[src/core/tmr_pkg.sv]
/*
  Package for the three-channel timer/counter count gating block.
  Assumes a core clock with machine cycles of twelve core clocks.
*/
package tmr_pkg;
  localparam int CLK_PER_MC = 12;
  localparam int MC_W = 4;
  localparam logic [7:0] MODE_CFG_ADDR = 8'h89;
  localparam logic [7:0] MODE_CFG_RESET = 8'h00;
  localparam int MC_GATE1 = 7;
  localparam int MC_CSEL1 = 6;
  localparam int MC_MODEH1 = 5;
  localparam int MC_MODEL1 = 4;
  localparam int MC_GATE0 = 3;
  localparam int MC_CSEL0 = 2;
  localparam int MC_MODEH0 = 1;
  localparam int MC_MODEL0 = 0;
  // Sample phase S5P2 and update phase S3P1 as core clock slots 0..11
  localparam logic [3:0] PH_SAMPLE = 4'h9;
  localparam logic [3:0] PH_UPDATE = 4'h4;
  localparam logic [3:0] PH_LAST = 4'hB;
  localparam logic [15:0] COUNT_RESET = 16'h0000;

  typedef struct packed {
    logic [7:0] countHigh;
    logic [7:0] countLow;
  } count_t;

  typedef struct packed {
    logic wrEn;
    logic [7:0] addr;
    logic [7:0] wrData;
  } reg_wr_t;
endpackage

[src/core/count_channel.sv]
/*
  One 16-bit timer/counter channel: edge sampling, gating, increment.
  Assumes phase strobes from a shared machine-cycle sequencer.
*/
`timescale 1ns/1ps
module count_channel (
  input wire logic clk,
  input wire logic rst_b,
  input wire logic phSample,
  input wire logic phUpdate,
  input wire logic mcEnd,
  input wire logic counterSel,
  input wire logic gateEn,
  input wire logic runBit,
  input wire logic gatePin,
  input wire logic eventPin,
  output tmr_pkg::count_t count
);
  logic sampleNow_q;
  logic samplePrev_q;
  logic edgePend_q;
  logic timerTick_q;
  tmr_pkg::count_t count_q;
  logic enable;

  assign enable = runBit & (~gateEn | gatePin);
  assign count = count_q;

  // Pin sampled once per machine cycle
  always_ff @(posedge clk) begin
    if (!rst_b) begin
      sampleNow_q <= 1'b0;
      samplePrev_q <= 1'b0;
    end else if (phSample) begin
      sampleNow_q <= eventPin;
      samplePrev_q <= sampleNow_q;
    end
  end

  // High then low across two samples marks one event; flagged at the machine-cycle end, two clocks after sampling
  always_ff @(posedge clk) begin
    if (!rst_b) begin
      edgePend_q <= 1'b0;
    end else if (phUpdate) begin
      edgePend_q <= 1'b0;
    end else if (mcEnd) begin
      edgePend_q <= samplePrev_q & ~sampleNow_q;
    end
  end

  always_ff @(posedge clk) begin
    if (!rst_b) begin
      timerTick_q <= 1'b0;
    end else begin
      timerTick_q <= mcEnd;
    end
  end

  // Event increment applied at the update phase of the following cycle; timer increment one clock after mcEnd
  always_ff @(posedge clk) begin
    if (!rst_b) begin
      count_q <= tmr_pkg::COUNT_RESET;
    end else if (enable && ((counterSel && phUpdate && edgePend_q) || (!counterSel && timerTick_q))) begin
      count_q.countLow <= count_q.countLow + 8'h01;
      if (count_q.countLow == 8'hFF) begin
        count_q.countHigh <= count_q.countHigh + 8'h01;
      end
    end
  end
endmodule // count_channel

[src/core/timer_counter_count_gating.sv]
/*
  Counting front end for three 16-bit timer/counters with mode register.
  Assumes synchronous pins and a core write port on the special function bus.
*/
// Summary of operation
// Three independent 16-bit counters, each a low and high byte.
// Timer function increments once per twelve-clock machine cycle.
// Counter function samples pin each machine cycle, counts high-then-low.
// Counted value appears at update phase of the cycle after detection.
// Edge recognition takes two machine cycles, max one count per 24 clocks.
// Pin source must hold each level at least one machine cycle.
// Mode register at 89H resets to 00H; third timer uses its own control.
// Bit 7 set gates counter one with its interrupt pin and run bit.
// Bit 6 selects pin edge counting for counter one, else timer.
// Bit 3 clear lets counter zero run from run bit alone.
// Low byte wrapping from FF carries into the high byte.
`timescale 1ns/1ps
module timer_counter_count_gating (
  input wire logic clk,
  input wire logic rst_b,
  input tmr_pkg::reg_wr_t regWr,
  input wire logic [7:0] rdAddr,
  output logic [7:0] rdData,
  input wire logic timer_zero_run_bit,
  input wire logic timer_one_run_bit,
  input wire logic timer_two_run_bit,
  input wire logic timer_two_counter_sel,
  input wire logic timer_zero_event_pin,
  input wire logic timer_one_event_pin,
  input wire logic timer_two_event_pin,
  input wire logic ext_irq_zero_pin,
  input wire logic ext_irq_one_pin,
  output tmr_pkg::count_t count0,
  output tmr_pkg::count_t count1,
  output tmr_pkg::count_t count2
);
  logic [7:0] timer_mode_config_q;
  logic [3:0] phase_q;
  logic phSample;
  logic phUpdate;
  logic mcEnd;
  tmr_pkg::count_t cnt0;
  tmr_pkg::count_t cnt1;
  tmr_pkg::count_t cnt2;

  ////////////////////////////////////////////////////////////////////////
  // Mode register, write and read
  always_ff @(posedge clk) begin
    if (!rst_b) begin
      timer_mode_config_q <= tmr_pkg::MODE_CFG_RESET;
    end else if (regWr.wrEn && regWr.addr == tmr_pkg::MODE_CFG_ADDR) begin
      timer_mode_config_q <= regWr.wrData;
    end
  end

  // Unmapped reads give zero
  always_ff @(posedge clk) begin
    if (!rst_b) begin
      rdData <= 8'h00;
    end else if (rdAddr == tmr_pkg::MODE_CFG_ADDR) begin
      rdData <= timer_mode_config_q;
    end else begin
      rdData <= 8'h00;
    end
  end

  ////////////////////////////////////////////////////////////////////////
  // Machine-cycle sequencer: twelve core clocks per cycle
  always_ff @(posedge clk) begin
    if (!rst_b) begin
      phase_q <= 4'h0;
    end else if (phase_q == tmr_pkg::PH_LAST) begin
      phase_q <= 4'h0;
    end else begin
      phase_q <= phase_q + 4'h1;
    end
  end

  assign phSample = (phase_q == tmr_pkg::PH_SAMPLE);
  assign phUpdate = (phase_q == tmr_pkg::PH_UPDATE);
  assign mcEnd = (phase_q == tmr_pkg::PH_LAST);

  ////////////////////////////////////////////////////////////////////////
  // Channels; relies on pin sources holding levels a full machine cycle
  count_channel chan0 (
    .clk(clk),
    .rst_b(rst_b),
    .phSample(phSample),
    .phUpdate(phUpdate),
    .mcEnd(mcEnd),
    .counterSel(timer_mode_config_q[tmr_pkg::MC_CSEL0]),
    .gateEn(timer_mode_config_q[tmr_pkg::MC_GATE0]),
    .runBit(timer_zero_run_bit),
    .gatePin(ext_irq_zero_pin),
    .eventPin(timer_zero_event_pin),
    .count(cnt0)
  );

  count_channel chan1 (
    .clk(clk),
    .rst_b(rst_b),
    .phSample(phSample),
    .phUpdate(phUpdate),
    .mcEnd(mcEnd),
    .counterSel(timer_mode_config_q[tmr_pkg::MC_CSEL1]),
    .gateEn(timer_mode_config_q[tmr_pkg::MC_GATE1]),
    .runBit(timer_one_run_bit),
    .gatePin(ext_irq_one_pin),
    .eventPin(timer_one_event_pin),
    .count(cnt1)
  );

  // Third channel configured by its own control inputs, never gated
  count_channel chan2 (
    .clk(clk),
    .rst_b(rst_b),
    .phSample(phSample),
    .phUpdate(phUpdate),
    .mcEnd(mcEnd),
    .counterSel(timer_two_counter_sel),
    .gateEn(1'b0),
    .runBit(timer_two_run_bit),
    .gatePin(1'b1),
    .eventPin(timer_two_event_pin),
    .count(cnt2)
  );

  // Registered outputs, one clock behind the channel counts
  always_ff @(posedge clk) begin
    if (!rst_b) begin
      count0 <= tmr_pkg::COUNT_RESET;
      count1 <= tmr_pkg::COUNT_RESET;
      count2 <= tmr_pkg::COUNT_RESET;
    end else begin
      count0 <= cnt0;
      count1 <= cnt1;
      count2 <= cnt2;
    end
  end
endmodule // timer_counter_count_gating

[config.mk]
export PLATFORM = sky130hd
export DESIGN_NAME = timer_counter_count_gating
export DESIGN_NICKNAME = d
export VERILOG_FILES = /design/src/core/tmr_pkg.sv /design/src/core/count_channel.sv /design/src/core/timer_counter_count_gating.sv
export SDC_FILE = /design/constraint.sdc
export NUM_CORES = 1
export LEC_CHECK = 0
export ABC_AREA = 1
export BUFFER_PORTS_ARGS = -buffer_cell sky130_fd_sc_hd__buf_4
export CORE_MARGIN = 2
export CORE_UTILIZATION = 25
export CTS_CLUSTER_DIAMETER = 150
export DETAILED_ROUTE_END_ITERATION = 16
export PLACE_DENSITY_LB_ADDON = 0.15
export SYNTH_ARGS = -nofsm -noshare
export SYNTH_HDL_FRONTEND = slang
export SYNTH_SLANG_ARGS = --single-unit
[constraint.sdc]
create_clock -name clk -period 3.42 [get_ports clk]
set_clock_uncertainty 0.2 [all_clocks]
set_input_delay 0.513 -clock clk [delete_from_list [all_inputs] [get_ports clk]]
set_output_delay 0.513 -clock clk [all_outputs]
set_load 0.02 [all_outputs]
==> results.sh <==
export IMPL_status="complete, no violations"
export IMPL_synth_yosys_warnings=0
export IMPL_ys_seq_elements=126
export IMPL_syn_num_nets=720
export IMPL_peakVddDrop_v=0.000291
export IMPL_postLayoutCoreUtil_pct=33.2
export IMPL_dieArea_um2=21500
export IMPL_path_class="reg -> reg"
export IMPL_cts_setup_buffers=0
export IMPL_power_density_nw_per_um2=523
export IMPL_num_rows=52
export IMPL_slowest_stage="dfxtp_1"
export IMPL_io_pins=92
export IMPL_place_congestion=0.713
export IMPL_final_area_um2=6670
export IMPL_drc_errors=0
export IMPL_fin_cells=1054
export IMPL_fin_setup_tns_ns=0
export IMPL_maxSlewHeadroom_pct=55.1
export IMPL_p_clk_share_pct=55.0
export IMPL_start_util_pct=25.3
export IMPL_setup_viol=0
export IMPL_netlist_instances=675
export IMPL_synthTopCellsByArea="dfxtp_1 (50%), nand2_1 (13%), inv_1 (8.6%)"
export IMPL_cp_slowest_stage_delay_ns=0.40
export IMPL_leakage_nw=3.22
export IMPL_grt_max_degree=62
export IMPL_wire_per_inst_um=11.1
export IMPL_max_freq_ghz=0.517
export IMPL_cts_buffer_depth=2
export IMPL_worst_pin_slew_ns=0.673
export IMPL_syn2layout_area_growth_pct=31.0
export IMPL_htree_levels=4
export IMPL_dr_pass1_iters=4
export IMPL_end_kind="flop"
export IMPL_wirelength_um=11700
export IMPL_hold_class="in -> reg"
export IMPL_track_usage_pct=11.6
export IMPL_placedCellCount=1022
export IMPL_crit_required_ns=3.52
export IMPL_vias_per_cell=3.96
export IMPL_core_um2=20100
export IMPL_diodes=0
export IMPL_root_buffer="clkbuf_16"
export IMPL_crit_top_cell="inv_1"
export IMPL_first_iter_violations=207
export IMPL_clock_latency_ns=0.42
export IMPL_antenna_left=0
export IMPL_antenna_found_initial=0
export IMPL_path_max_fanout=13
export IMPL_finalHoldViolCount=0
export IMPL_clk_pin_slew_worst_paths_ns=0.05
export IMPL_total_power_mw=3.49
export IMPL_synth_seq_area_share_pct=49.6
export IMPL_netSwitchingPower_mw=0.703
export IMPL_switching_share_pct=20.2
export IMPL_maxSlewViolCount=0
export IMPL_period_share_pct=56.6
export IMPL_synth_top_area_share_pct=49.6
export IMPL_grt_overflow=0
export IMPL_synth_cell_types=31
export IMPL_hpwlAfterDp_um=7920
export IMPL_drive_above_1_share_pct=18.0
export IMPL_die_width_um=147
export IMPL_cap_violations=0
export IMPL_ctsResizeCount=0
export IMPL_path_cells="inv_1, ha_1, nand4_1, nand2_1, nand2_2, inv_1, a21oi_1, nor2_1"
export IMPL_yosys_area_top_type="dfxtp_1"
export IMPL_p_seq_share_pct=42.4
export IMPL_cts_tree="built"
export IMPL_power_frac_comb_pct=2.6
export IMPL_rsz0062_at_grt="no"
export IMPL_vias=4171
export IMPL_placed_area_um2=6030
export IMPL_cts_sinks=126
export IMPL_die_y_um=147
export IMPL_crit_arrival_ns=2.03
export IMPL_syn_area_um2=5090
export IMPL_worst_setup_path_start_kind="flop"
export IMPL_grt_pass1_wl_um=19900
export IMPL_cts_buffers=17
export IMPL_layout_nets=816
export IMPL_syn_area_per_cell_um2=7.54
export IMPL_ctsHoldBuffers=0
export IMPL_grt_pass1_vias=4066
export IMPL_layout_min_cycle_time_ns=1.94
export IMPL_internal_power_mw=2.79
export IMPL_placement_io_buffers=91
routing by layer:
layer / track usage, % / wire length [um] / up-vias
met5: 0 / 0 / -
met4: 4.66 / 99 / 0
met3: 3.16 / 388 / 8
met2: 18.4 / 5500 / 60
met1: 14.9 / 5690 / 1832
li1: - / - / 2271
through the flow:
step,worst slack [ns],hold WS [ns]
after floorplan,1.83,0.209
after global placement,1.40,0.230
after detailed placement,1.39,0.233
after CTS,1.47,0.142
after global routing,1.31,0.157
final,1.48,0.159
kinds of logic (layout without fill, tap and decap cells):
kind of cell / after synthesis / in the layout / synth area share (%)
AO/OA/AOI/OAI: 83 / 83 / 8.34
XOR/XNOR: 21 / 21 / 3.61
adder cells (fa/ha/maj): 9 / 9 / 2.21
buffers and inverters: 135 / 244 / 10.6
flip-flops: 126 / 126 / 49.6
AND/OR/NAND/NOR: 301 / 301 / 25.7
power groups by stage:
stage	clock network [mW]	registers, mW	logic [mW]
floorplan	0	1.51	0.0482
global placement	0	1.51	0.0930
detailed placement	0	1.51	0.0933
CTS	1.98	1.48	0.0934
global route	2.06	1.48	0.103
finish	1.92	1.48	0.0908
critical path: cells and delay by family (launching register included):
| family | cells | cell delay [ns] |
|---|---|---|
| buf+inv | 2 | 0.26 |
| simple gates | 4 | 0.53 |
| compound gates | 1 | 0.16 |
| fa+ha+maj | 1 | 0.27 |
| flops | 1 | 0.40 |
area by class of cell:
cell class | count | area, um2
Tap cell | 270 | 338
Inverter | 119 | 447
Clock inverter | 11 | 163
Clock buffer | 21 | 470
Multi-Input combinational cell | 414 | 2030
Sequential cell | 126 | 2520
Timing Repair Buffer | 93 | 698
Fill cell | 2158 | 13400
final timing paths:
kind                     startpoint                endpoint  slack, ns  depth (start not counted)
min                        regWr[3]  timer_mode_config_q[3]       0.16                          3
max reg2reg              phase_q[0]          chan1.count[8]       1.48                          8
max                      phase_q[0]          chan1.count[8]       1.48                          8
min reg2reg  timer_mode_config_q[0]               rdData[0]       0.24                          2
sequential cells by signal (all words and copies together), names as in the netlist, 4 cells and up:
signal,count
chan0.count,16
chan1.count,16
chan2.count,16
count0,16
count1,16
count2,16
phase_q,4
rdData,8
timer_mode_config_q,8
cell usage after synthesis, drive strengths merged:
library cell	count
nor2	73
buf	10
dfxtp	126
nand2	178
nand3b	2
nand3	27
nor4b	1
o211ai	1
inv	119
nand4	13
clkbuf	6
a21oi	50
o21ai	31
o21bai	1
nor3	7
ha	9
xnor2	5
xor2	16
placed cells by master (no fill, tap or decap):
cell / n
nand4_2: 1
bufinv_16: 4
nand2_2: 3
nand3_2: 1
o211ai_1: 1
nand2_4: 1
buf_4: 93
nand3b_1: 2
nand2_1: 174
xnor2_1: 5
inv_2: 3
nor2_2: 2
nor3_1: 7
nor4b_1: 1
ha_1: 9
xor2_1: 16
clkbuf_1: 1
dfxtp_1: 126
clkbuf_16: 17
nand4_4: 1
nor2_8: 1
nand3_4: 1
nor2_4: 2
o21ai_1: 3
inv_1: 116
a21oi_1: 49
clkinv_2: 4
nand3_1: 25
a21oi_2: 1
clkinvlp_4: 3
nor2_1: 68
o21ai_0: 28
clkbuf_8: 3
o21bai_1: 1
nand4_1: 11
(Power assumes the default switching activity.)
